<file path="src/shared/fss_defines.vh">
// constants for the fault and start-up sequencer
`ifndef FSS_DEFINES_VH
`define FSS_DEFINES_VH
// register offsets (byte addresses)
`define FSS_ADDR_CTRL 12'h000
`define FSS_ADDR_STATUS 12'h004
`define FSS_ADDR_FAULT 12'h008
// control bits
`define FSS_CTRL_MEMCHK_OK 0
`define FSS_CTRL_MEMCHK_DONE 1
// timing
`define FSS_CLK_HZ 100000000
`define FSS_LONG_MS 1000
`define FSS_SHORT_MS 100
`define FSS_MODE_READ_MS 10
`define FSS_CYC_PER_MS (`FSS_CLK_HZ / 1000)
`define FSS_CNT_W 27
// states
`define FSS_ST_W 3
`define FSS_ST_POR 3'h0
`define FSS_ST_MODEREAD 3'h1
`define FSS_ST_SBCHARGE 3'h2
`define FSS_ST_RUN 3'h3
`define FSS_ST_FAULTWAIT 3'h4
`define FSS_ST_LATCHED 3'h5
`define FSS_ST_UVWAIT 3'h6
// fault classes
`define FSS_CLS_NONE 2'h0
`define FSS_CLS_SHORT 2'h1
`define FSS_CLS_LONG 2'h2
`define FSS_CLS_LATCH 2'h3
`endif

</file>
<file path="src/verilog/fss_sync_bank.v">
// bank of two-flop synchronisers for the comparator inputs
`timescale 1ns/1ns
module fss_sync_bank
#(
   parameter WIDTH = 16
)
(
   // clock and reset
   input wire sys_clk,
   input wire rst_b,
   // raw and synchronised levels
   input wire [WIDTH-1:0] asyncIn,
   output wire [WIDTH-1:0] syncOut
);

   reg [WIDTH-1:0] stage1Reg;
   reg [WIDTH-1:0] stage2Reg;

   // first stage read only by second stage
   always @(posedge sys_clk or negedge rst_b)
   begin
      if (!rst_b)
      begin
         stage1Reg <= {WIDTH{1'b0}};
         stage2Reg <= {WIDTH{1'b0}};
      end
      else
      begin
         stage1Reg <= asyncIn;
         stage2Reg <= stage1Reg;
      end
   end

   assign syncOut = stage2Reg;

endmodule

</file>
<file path="src/verilog/fss_sequencer.v">
// fault timing and start-up sequencing with apb register slave
//
// The APB interface to the registers and the placing of the registers were left to the implementer.
`timescale 1ns/1ns
`include "fss_defines.vh"
// Functional notes
// - junction over-temperature stops both stages at once
// - after over-temperature wait for restart temperature, then full restart if allowed
// - over-temperature is a long fault, at least one second before restart
// - three fault classes: latching, long 1 s, short 100 ms
// - latched fault holds stages off until supply is cycled
// - at turn-on bulk below line peak latches a fault, ignored while running
// - memory check failure at start-up stops everything permanently
// - resonant overcurrent, second current limit, x-cap discharge, over-temperature are long
// - supply undervoltage, brownout, line overvoltage are short faults
// - aux mode allows off, correction only, both; self-bias ignores on/off
// - aux mode chosen when pin stays low past the mode-read interval
// - after mode read, pin level selects correction only or both stages
// - at start threshold gate goes low; pin high enters self-bias, gate high
// - self-bias start level turns gate off; correction needs line current and bulk ok (aux-mode start checks bulk only, not line current)
// - self-bias keeps both stages running while supply above stop level
// - supply below mode-specific stop level stops both stages
// - aux undervoltage waits for supply above aux stop level, then restarts
// - self-bias undervoltage turns gate on, restarts at self-bias start level
module fss_sequencer
#(
   parameter LONG_CYCLES = `FSS_LONG_MS * `FSS_CYC_PER_MS,
   parameter SHORT_CYCLES = `FSS_SHORT_MS * `FSS_CYC_PER_MS,
   parameter MODE_READ_CYCLES = `FSS_MODE_READ_MS * `FSS_CYC_PER_MS
)
(
   // clock and reset
   input wire sys_clk,
   input wire rst_b,
   // apb slave
   input wire psel,
   input wire penable,
   input wire pwrite,
   input wire [11:0] paddr,
   input wire [31:0] pwdata,
   output reg [31:0] prdata,
   output reg pready,
   output reg pslverr,
   // supply comparators
   input wire supplyStart,
   input wire selfbiasStartLevel,
   input wire selfbiasStopLevel,
   input wire auxbiasStopLevel,
   // mode pin comparators
   input wire modeSelectHigh,
   input wire correctionRunThreshold,
   input wire dualRunThreshold,
   // line and bulk comparators
   input wire lineCurrentRisingThreshold,
   input wire brownoutFallingLevel,
   input wire lineOverRisingLevel,
   input wire bulkBelowPeak,
   // fault sources
   input wire shutdownTemperature,
   input wire restartTemperature,
   input wire resonantOvercurrent,
   input wire correctionLimit2,
   input wire xcapDischargeDone,
   // outputs
   output reg correctionStageEn,
   output reg resonantStageEn,
   output reg startupTransistorGate,
   output reg selfBiasMode
);

   wire [12:0] syncIn;
   wire sStart, sSbStart, sSbStop, sAbStop, sModeHi, sPfcRun, sDualRun;
   wire sIac, sBrown, sOver, sBulkLow, sHot, sCool, sOcp, sLim2, sXcap;

   // every comparator lives off the clock domain
   fss_sync_bank #(.WIDTH(13)) uSync
   (
      .sys_clk(sys_clk),
      .rst_b(rst_b),
      .asyncIn({supplyStart, selfbiasStartLevel, selfbiasStopLevel, auxbiasStopLevel,
         modeSelectHigh, correctionRunThreshold, dualRunThreshold,
         lineCurrentRisingThreshold, brownoutFallingLevel, lineOverRisingLevel,
         resonantOvercurrent, correctionLimit2, xcapDischargeDone}),
      .syncOut(syncIn)
   );
   assign {sStart, sSbStart, sSbStop, sAbStop, sModeHi, sPfcRun, sDualRun,
      sIac, sBrown, sOver, sOcp, sLim2, sXcap} = syncIn;

   wire [2:0] syncB;
   fss_sync_bank #(.WIDTH(3)) uSyncB
   (
      .sys_clk(sys_clk),
      .rst_b(rst_b),
      .asyncIn({bulkBelowPeak, shutdownTemperature, restartTemperature}),
      .syncOut(syncB)
   );
   assign {sBulkLow, sHot, sCool} = syncB;

   reg [`FSS_ST_W-1:0] stateReg;
   reg [`FSS_ST_W-1:0] stateNext;
   reg [`FSS_CNT_W-1:0] cntReg;
   reg [`FSS_CNT_W-1:0] cntNext;
   reg [1:0] classReg;
   reg [1:0] classNext;
   reg sbReg;
   reg sbNext;
   reg gateNext;
   reg pfcNext;
   reg llcNext;
   reg hotSeenReg;
   reg hotSeenNext;
   reg memOkReg;
   reg memDoneReg;
   reg [3:0] faultSrcReg;

   // fault classification; latch beats long beats short
   wire supplyUv = sbReg ? !sSbStop : !sAbStop;
   wire longFault = sOcp | sLim2 | sXcap | sHot;
   wire shortFault = supplyUv | sBrown | sOver;
   wire memFail = memDoneReg & !memOkReg;
   wire [1:0] runClass = memFail ? `FSS_CLS_LATCH :
      longFault ? `FSS_CLS_LONG :
      shortFault ? `FSS_CLS_SHORT : `FSS_CLS_NONE;

   // stage requests per mode
   wire wantPfc = sbReg ? 1'b1 : sPfcRun;
   wire wantLlc = sbReg ? 1'b1 : sDualRun;
   wire startOk = sIac & !sBulkLow;

   // sequencer
   always @*
   begin
      stateNext = stateReg;
      cntNext = cntReg;
      classNext = classReg;
      sbNext = sbReg;
      gateNext = startupTransistorGate;
      pfcNext = 1'b0;
      llcNext = 1'b0;
      hotSeenNext = hotSeenReg | sHot;
      case (stateReg)
         `FSS_ST_POR:
         begin
            gateNext = 1'b1;
            cntNext = {`FSS_CNT_W{1'b0}};
            if (memFail)
            begin
               stateNext = `FSS_ST_LATCHED;
               classNext = `FSS_CLS_LATCH;
            end
            else if (sStart && memDoneReg)
            begin
               gateNext = 1'b0;
               stateNext = `FSS_ST_MODEREAD;
            end
         end
         `FSS_ST_MODEREAD:
         begin
            gateNext = 1'b0;
            if (sModeHi)
            begin
               sbNext = 1'b1;
               gateNext = 1'b1;
               stateNext = `FSS_ST_SBCHARGE;
            end
            else if (cntReg >= MODE_READ_CYCLES[`FSS_CNT_W-1:0])
            begin
               sbNext = 1'b0;
               stateNext = `FSS_ST_UVWAIT;
            end
            else
               cntNext = cntReg + 1'b1;
         end
         `FSS_ST_SBCHARGE:
         begin
            gateNext = 1'b1;
            if (sSbStart)
            begin
               gateNext = 1'b0;
               if (sBulkLow)
               begin
                  stateNext = `FSS_ST_LATCHED;
                  classNext = `FSS_CLS_LATCH;
               end
               else if (startOk && runClass == `FSS_CLS_NONE)
                  stateNext = `FSS_ST_RUN;
            end
         end
         `FSS_ST_UVWAIT:
         begin
            // aux mode: wait for rail, then check bulk at turn-on
            if (sAbStop && (sPfcRun || sDualRun))
            begin
               if (sBulkLow)
               begin
                  stateNext = `FSS_ST_LATCHED;
                  classNext = `FSS_CLS_LATCH;
               end
               else if (runClass == `FSS_CLS_NONE)
                  stateNext = `FSS_ST_RUN;
            end
         end
         `FSS_ST_RUN:
         begin
            // bulk check deliberately not evaluated here
            pfcNext = wantPfc;
            llcNext = wantLlc;
            if (runClass != `FSS_CLS_NONE)
            begin
               pfcNext = 1'b0;
               llcNext = 1'b0;
               classNext = runClass;
               cntNext = {`FSS_CNT_W{1'b0}};
               hotSeenNext = sHot;
               if (runClass == `FSS_CLS_LATCH)
                  stateNext = `FSS_ST_LATCHED;
               else
                  stateNext = `FSS_ST_FAULTWAIT;
            end
         end
         `FSS_ST_FAULTWAIT:
         begin
            // long overrides short if it appears while waiting
            if (longFault && classReg == `FSS_CLS_SHORT)
               classNext = `FSS_CLS_LONG;
            if (cntReg < LONG_CYCLES[`FSS_CNT_W-1:0])
               cntNext = cntReg + 1'b1;
            if (((classReg == `FSS_CLS_LONG &&
               cntReg >= LONG_CYCLES[`FSS_CNT_W-1:0]) ||
               (classReg == `FSS_CLS_SHORT &&
               cntReg >= SHORT_CYCLES[`FSS_CNT_W-1:0])) &&
               (!hotSeenReg || sCool))
            begin
               hotSeenNext = 1'b0;
               cntNext = {`FSS_CNT_W{1'b0}};
               if (sbReg)
               begin
                  gateNext = 1'b1;
                  stateNext = `FSS_ST_SBCHARGE;
               end
               else
                  stateNext = `FSS_ST_UVWAIT;
            end
         end
         `FSS_ST_LATCHED:
         begin
            // only power-on reset leaves here
            gateNext = 1'b0;
         end
         default:
         begin
            stateNext = `FSS_ST_LATCHED;
            classNext = `FSS_CLS_LATCH;
         end
      endcase
   end

   // state and outputs
   always @(posedge sys_clk or negedge rst_b)
   begin
      if (!rst_b)
      begin
         stateReg <= `FSS_ST_POR;
         cntReg <= {`FSS_CNT_W{1'b0}};
         classReg <= `FSS_CLS_NONE;
         sbReg <= 1'b0;
         hotSeenReg <= 1'b0;
         startupTransistorGate <= 1'b1;
         correctionStageEn <= 1'b0;
         resonantStageEn <= 1'b0;
         selfBiasMode <= 1'b0;
         faultSrcReg <= 4'h0;
      end
      else
      begin
         stateReg <= stateNext;
         cntReg <= cntNext;
         classReg <= classNext;
         sbReg <= sbNext;
         hotSeenReg <= hotSeenNext;
         startupTransistorGate <= gateNext;
         correctionStageEn <= pfcNext;
         resonantStageEn <= llcNext & pfcNext;
         selfBiasMode <= sbNext;
         // sticky record; a new event wins over a clear in the same cycle
         faultSrcReg <= (faultSrcReg & ~((psel && penable && pwrite &&
            paddr == `FSS_ADDR_FAULT) ? pwdata[3:0] : 4'h0)) |
            {shortFault, sHot, longFault, memFail};
      end
   end

   // apb writes land in the access phase, at the edge the master completes them
   wire apbWrite = psel & penable & pwrite;

   // memory-check result, write-once so a later write cannot undo a failure
   always @(posedge sys_clk or negedge rst_b)
   begin
      if (!rst_b)
      begin
         memOkReg <= 1'b0;
         memDoneReg <= 1'b0;
      end
      else if (apbWrite && paddr == `FSS_ADDR_CTRL && !memDoneReg)
      begin
         memOkReg <= pwdata[`FSS_CTRL_MEMCHK_OK];
         memDoneReg <= pwdata[`FSS_CTRL_MEMCHK_DONE];
      end
   end

   // apb slave, zero wait states; read data decoded in the setup cycle
   always @(posedge sys_clk or negedge rst_b)
   begin
      if (!rst_b)
      begin
         prdata <= 32'h00000000;
         pready <= 1'b0;
         pslverr <= 1'b0;
      end
      else
      begin
         pready <= psel & !penable;
         pslverr <= 1'b0;
         prdata <= 32'h00000000;
         if (psel && !penable)
         begin
            case (paddr)
               `FSS_ADDR_CTRL:
               begin
                  prdata <= {30'h0, memDoneReg, memOkReg};
               end
               `FSS_ADDR_STATUS:
                  prdata <= {22'h0, classReg, sbReg, startupTransistorGate,
                     resonantStageEn, correctionStageEn, 1'b0, stateReg};
               `FSS_ADDR_FAULT:
                  prdata <= {28'h0, faultSrcReg};
               default:
                  pslverr <= 1'b1;
            endcase
         end
      end
   end

endmodule

</file>
<file path="config.mk">
export PLATFORM = sky130hd
export DESIGN_NAME = fss_sequencer
export DESIGN_NICKNAME = d
export VERILOG_FILES = /design/src/verilog/fss_sync_bank.v /design/src/verilog/fss_sequencer.v
export VERILOG_INCLUDE_DIRS = /design/src /design/src/shared
export SDC_FILE = /design/constraint.sdc
export NUM_CORES = 1
export LEC_CHECK = 0
export ABC_CLOCK_PERIOD_IN_PS = 5600
export BUFFER_PORTS_ARGS = -buffer_cell sky130_fd_sc_hd__buf_2
export CELL_PAD_IN_SITES_DETAIL_PLACEMENT = 1
export CELL_PAD_IN_SITES_GLOBAL_PLACEMENT = 1
export CORE_UTILIZATION = 44
export DETAILED_ROUTE_END_ITERATION = 6
export GPL_ROUTABILITY_DRIVEN = 0
export PLACE_DENSITY = 0.87
export SYNTH_ARGS = -nofsm -noshare
export SYNTH_HDL_FRONTEND = slang
export SYNTH_HIERARCHICAL = 1
export SYNTH_SLANG_ARGS = --single-unit
</file>
<file path="constraint.sdc">
create_clock -name sys_clk -period 5.6 [get_ports sys_clk]
set_clock_uncertainty 0.2 [all_clocks]
set_input_delay 1.4 -clock sys_clk [delete_from_list [all_inputs] [get_ports sys_clk]]
set_output_delay 1.4 -clock sys_clk [all_outputs]
set_load 0.02 [all_outputs]
</file>
# After elaboration in Yosys (flattened, before gate mapping)
# Index checks and enable logic that the tools add are counted.
# word_totals
out_inout_bits	38
word_cells	157
in_bits	65
reg_bits	109
# op_classes
muxes	55
n_lt_le_gt_ge	4
n_eq_ne	25
bitwise	17
n_reduce_logical	37
add_sub_neg	1
# op_table
cell	count
2-to-1 mux 27 bit	5
case mux 27 bit (4 select lines)	1
2-to-1 mux 3 bit	13
case mux 10 bit (3 select lines)	1
adder 27 x 1 -> 27 bit, second input constant	1
>= comparator 27 x 20 -> 1 bit, second input constant	1
>= comparator 27 x 24 -> 1 bit, second input constant	1
>= comparator 27 bit, second input constant	1
< comparator 27 bit, second input constant	1
2-to-1 mux 1 bit	21
case mux 3 bit (7 select lines)	1
2-to-1 mux 2 bit	8
inequality test 2 bit, second input constant	8
logical AND 1 bit	13
== test 12 x 3 -> 1 bit, second input constant	1
== test 12 x 4 -> 1 bit, second input constant	1
zero test 12 bit	1
case mux 2 bit (6 select lines)	1
2-to-1 mux 10 bit	1
== test 3 bit, second input constant	3
inequality test 3 x 2 -> 1 bit, second input constant	3
AND reduction 9 bit	1
zero test 1 bit	7
bitwise AND 1 bit	6
other kinds (26)	38

# Logic depth before layout (Yosys ltp)
# depth
ltp_word	13
depth_mapped	11
mapped_depth_nobuf	8

# Modules after synthesis
# The synthesis kept the hierarchy.
# by_module_without_submodules
mod	n_inst	cells_per_inst	seq_area_each_um2	area_each_um2
fss_sequencer	1	405	1377.6	3580.9
fss_sync_bank (uSync)	1	26	650.6	650.6
fss_sync_bank (uSyncB)	1	6	150.1	150.1

# Worst setup path after synthesis
# OpenSTA, ideal clock, no wires.
# synth_path
kind	input-to-reg
start	input paddr[7]
end	register memOkReg
path_buffers	0
t_arrival_ns	2.783
cell_stages	5
setup_ns	0.125
path_slack_ns	2.493
required_ns	5.275
path_cell_list	nor4_1 nand3_1 or4_1 nor2_1 mux2_2
# synth_via
elab_chain_cells	3
# synth_lines
element	line_no	source
start, declared	fss_sequencer.v:39	input wire [11:0] paddr,
zero test 12 bit	-	
logical AND 1 bit (no source line)	-	
logical AND 1 bit	fss_sequencer.v:303	else if (apbWrite && paddr == `FSS_ADDR_CTRL && !memDoneReg)
end signal, assigned	fss_sequencer.v:305	memOkReg <= pwdata[`FSS_CTRL_MEMCHK_OK];
end, declared	fss_sequencer.v:112	reg memOkReg;
# No other way between the ends.
# A chain may end at the register's enable or synchronous reset.

# Worst setup path in the final report
# layout_path
start	register cntReg[11]
end	register cntReg[26]
# layout_via
elab_chain_cells	6
elab_cells_between_ends	17
cone_classes	add/sub (1); order compare (4); eq/ne (2); mux (5); reduce/logical (5)
# layout_lines
element	line_no	source
start, declared	fss_sequencer.v:101	reg [`FSS_CNT_W-1:0] cntReg;
start signal, assigned	fss_sequencer.v:264	cntReg <= {`FSS_CNT_W{1'b0}};
start signal, assigned	fss_sequencer.v:277	cntReg <= cntNext;
>= comparator 27 bit or >= comparator 27 x 24 -> 1 bit (tied branches)	fss_sequencer.v:229, fss_sequencer.v:231	
logical AND 1 bit, on equally long branches	fss_sequencer.v:228, fss_sequencer.v:230	
logical OR 1 bit	fss_sequencer.v:228	if (((classReg == `FSS_CLS_LONG &&
logical AND 1 bit	fss_sequencer.v:228	
inequality test 3 bit (no source line) or 2-to-1 mux 27 bit (tied branches)	-	
AND reduction 5 bit (no source line) or case mux 27 bit (4 select lines) (tied branches)	-	
# Parallel ways exist; a longest one is shown, timed or not. The select of a mux whose other input is x is not followed.

==> impl_results.md <==
- Hold Startpoint: uSync/stage1Reg[12]$_DFF_PN0_
- Vias in the first global route: ~3,500
- First-pass GRT wire length: approximately 17,000 µm
- Hold violation count in the final report: 0
- Io pins: 103
- Min-delay worst type: flip-flop to flip-flop
- Main flop type after synthesis: dfrtp_1
- Vias: approximately 3,400
- ANT nets after route: 0
- Status: finished clean
- Port buffer count: 52
- Hold buffers post-CTS: 0
- Distinct cells, synth: 65
- Critical path peak fanout: 25
- Die footprint: 10,400 µm²
- CP endpoint kind: flip-flop
- DRC errors left: 0
- Register-to-Register Path Depth: 7
- CP Class: flip-flop to flip-flop
- YS warnings: 6
- Drt first pass iters: 4
- Commonest non-fill, non-tap cell in the layout: dfrtp_1
- Max incr delay on CP: approximately 490 ps
- # resized after CTS: 0
- TritonCTS clock tree: built
- Ratio of cells with drive above 1 in the final layout: 18.0%
- Total track usage: 20.8%
- Cells after Synth: 437
- Register bit total from synthesis: between 80 and 90
- Setup violations, final: 0
- Sink Count: between 80 and 90
- Met2 routed WL: a little under 5000 µm
- Startpoint Class: flip-flop
- Seq/Total Area, Yosys: between 40% and 50%
- Fillers: between 1,000 and 1,500
- Top layer in use: met4
- Core box area: 9730 µm²
- Slew HR: between 40% and 50%
- Hold Path End: uSync/syncOut[12]$_DFF_PN0_
- Die Wd: a little over 100 µm
- Final Core Density: roughly half
- Crit-path cells: or3_4, nor4_1, o31ai_1, a31oi_1, a21o_1, nand2b_4, o41ai_1
- Clk Latency, worst-skew pair: between 300 and 400 ps
- Commonest cells after routing, fill and taps aside: dfrtp_1, buf_2, nand2_1
- Final cycle utilization of the critical path: just under 60%
- Max IR drop VDD: 0.161 mV
- Async S/R FF share, synth: between 90% and 100%
- Initial antenna violation count: 0
- WL met3: 421 µm
- R2r setup slk: 2360 ps
- Num CTS Buffers: 9
- R2R Path End: cntReg[26]$_DFFE_PN0P_
- Setup Fix Bufs, Post-CTS: 0
- DRT met1 WL: 4480 µm
- MaxCap Viol Count: 0
- CP top delay family: compound AO/OA/AOI/OAI gates
- Clock-pin slew on the worst setup and hold paths: roughly 100 ps
- Worst slew pin tran: between 800 and 900 ps
- RSZ-0062 raised after global routing: false
- Area delta synth->final: 9.11%
- Reg2reg start: cntReg[11]$_DFFE_PN0P_
- WP data arrival: roughly 3300 ps
- N_diodes: 0
- Mapped Area: roughly 4400 µm²
- Via density: around 5.6
- Max Fclk: 308 MHz
- Routed wire length: 10,000 µm
- Congestion Overflow GR: 0
- Cell leakage power: roughly 2.1 nW
- Slew Limit Fails: 0
- CTS H-tree lvls: 3
- WL per Instance: between 15 and 20 µm
- CTS root buf: clkbuf_8
- Post-DP HPWL: 7020 µm
- Largest net degree at the start of global routing: 46
- Post-synth EDFFs: 0
- Max stage delay cell, worst path: dfrtp_1
- Syn avg cell area: roughly 10 µm²
- Fin crit period: 3240 ps
- Buf+Inv Stages, Crit Path: 0
- CP Data Required Time: between 5000 and 6000 ps
- Die H: approximately 100 µm
- Clock Tree Buf Depth: 2
- Setup TNS Final: 0 ps
- NumNets Final: approximately 540
- Power per cell area: roughly 350 nW/µm²
- Number of DRC markers in iteration 0: between 100 and 150
- Post-Place Cell Area: about 4600 µm²
- Cell depth of the worst hold path: 0
- Initial Util: 45.0%
- Final instance area: around 4800 µm²
- Row cnt: 36
where the power goes:
group	switching, W	leakage, nW	internal [W]
Sequential	0.0000832	1.09	0.000675
Clock	0.000246	0.0980	0.000171
Combinational	0.000318	0.942	0.000193
Total	0.000647	2.13	0.00104
registers in the layout (all words and copies together), names as in the netlist:
| register | count |
|---|---|
| pready | 1 |
| cntReg | 27 |
| pslverr | 1 |
| resonantStageEn | 1 |
| uSyncB/stage1Reg | 3 |
| correctionStageEn | 1 |
| uSync/stage1Reg | 13 |
| uSync/syncOut | 13 |
| memOkReg | 1 |
| stateReg | 3 |
| classReg | 2 |
| uSyncB/syncOut | 3 |
| hotSeenReg | 1 |
| memDoneReg | 1 |
| faultSrcReg | 4 |
| prdata | 10 |
| sbReg | 1 |
| startupTransistorGate | 1 |
cells by family (layout without fill, tap and decap cells):
logic type,after synthesis,count (layout),share of synthesized area [%]
and+or+nand+nor,159,159,20.2
AOI/OAI and AO/OA,121,121,20.1
DFF,87,87,49.7
buffers and inverters,62,81,8.11
muxes,5,5,1.17
adders and majority gates,2,2,0.571
other,1,22,0.0856
routing by layer:
| metal | vias up | global-route usage (%) |
|---|---|---|
| met5 | - | 0 |
| met4 | 0 | 8.25 |
| met3 | 18 | 4.49 |
| met2 | 70 | 34.6 |
| met1 | 1731 | 26.5 |
| li1 | 1622 | - |
stage by stage:
stage                     hold WS [ps]  instances  worst slack, ps  power [W]
after floorplan                    131        458             2490    0.00116
after global placement             132        594             2300    0.00126
after detailed placement           136        594             2220    0.00128
after CTS                          149        610             2370    0.00169
after global routing               164        610             2160    0.00178
final                              142        610             2360    0.00169
synthesized netlist by cell type (all sizes together), types with 8 or more instances:
cell type	number	area, µm²
nand4	10	62.6
clkbuf	15	56.3
a21oi	19	95.1
a2bb2oi	13	114
nand2b	12	82.6
o21ai	23	119
and2	9	56.3
nor2	22	82.6
o31ai	10	75.1
dfrtp	86	2150
o41ai	8	100
inv	10	37.5
nand2	35	131
and3	9	56.3
nand3	20	100
buf	37	262
nor2b	11	68.8
worst max path at each step:
stage,startpoint,end,slack [ps],cells past startpoint
after floorplan,paddr[7],memOkReg$_DFFE_PN0P_,2490,5
after global placement,paddr[7],memOkReg$_DFFE_PN0P_,2300,6
after detailed placement,paddr[7],faultSrcReg[2]$_DFF_PN0_,2220,6
after CTS,uSync/syncOut[1]$_DFF_PN0_,cntReg[12]$_DFFE_PN0P_,2370,8
after global routing,cntReg[11]$_DFFE_PN0P_,cntReg[18]$_DFFE_PN0P_,2160,7
final,cntReg[11]$_DFFE_PN0P_,cntReg[26]$_DFFE_PN0P_,2360,7
area by class of cell:
class                           count  area, µm²  share of cell area (%)
Sequential cell                    87       2180                    45.6
Tap cell                          133        166                    3.48
Timing Repair Buffer               55        285                    5.97
Clock inverter                      7       62.6                    1.31
Inverter                           10       37.5                   0.785
Clock buffer                        9        124                    2.59
Multi-Input combinational cell    309       1930                    40.3
Power figures use the tool's default switching activity.
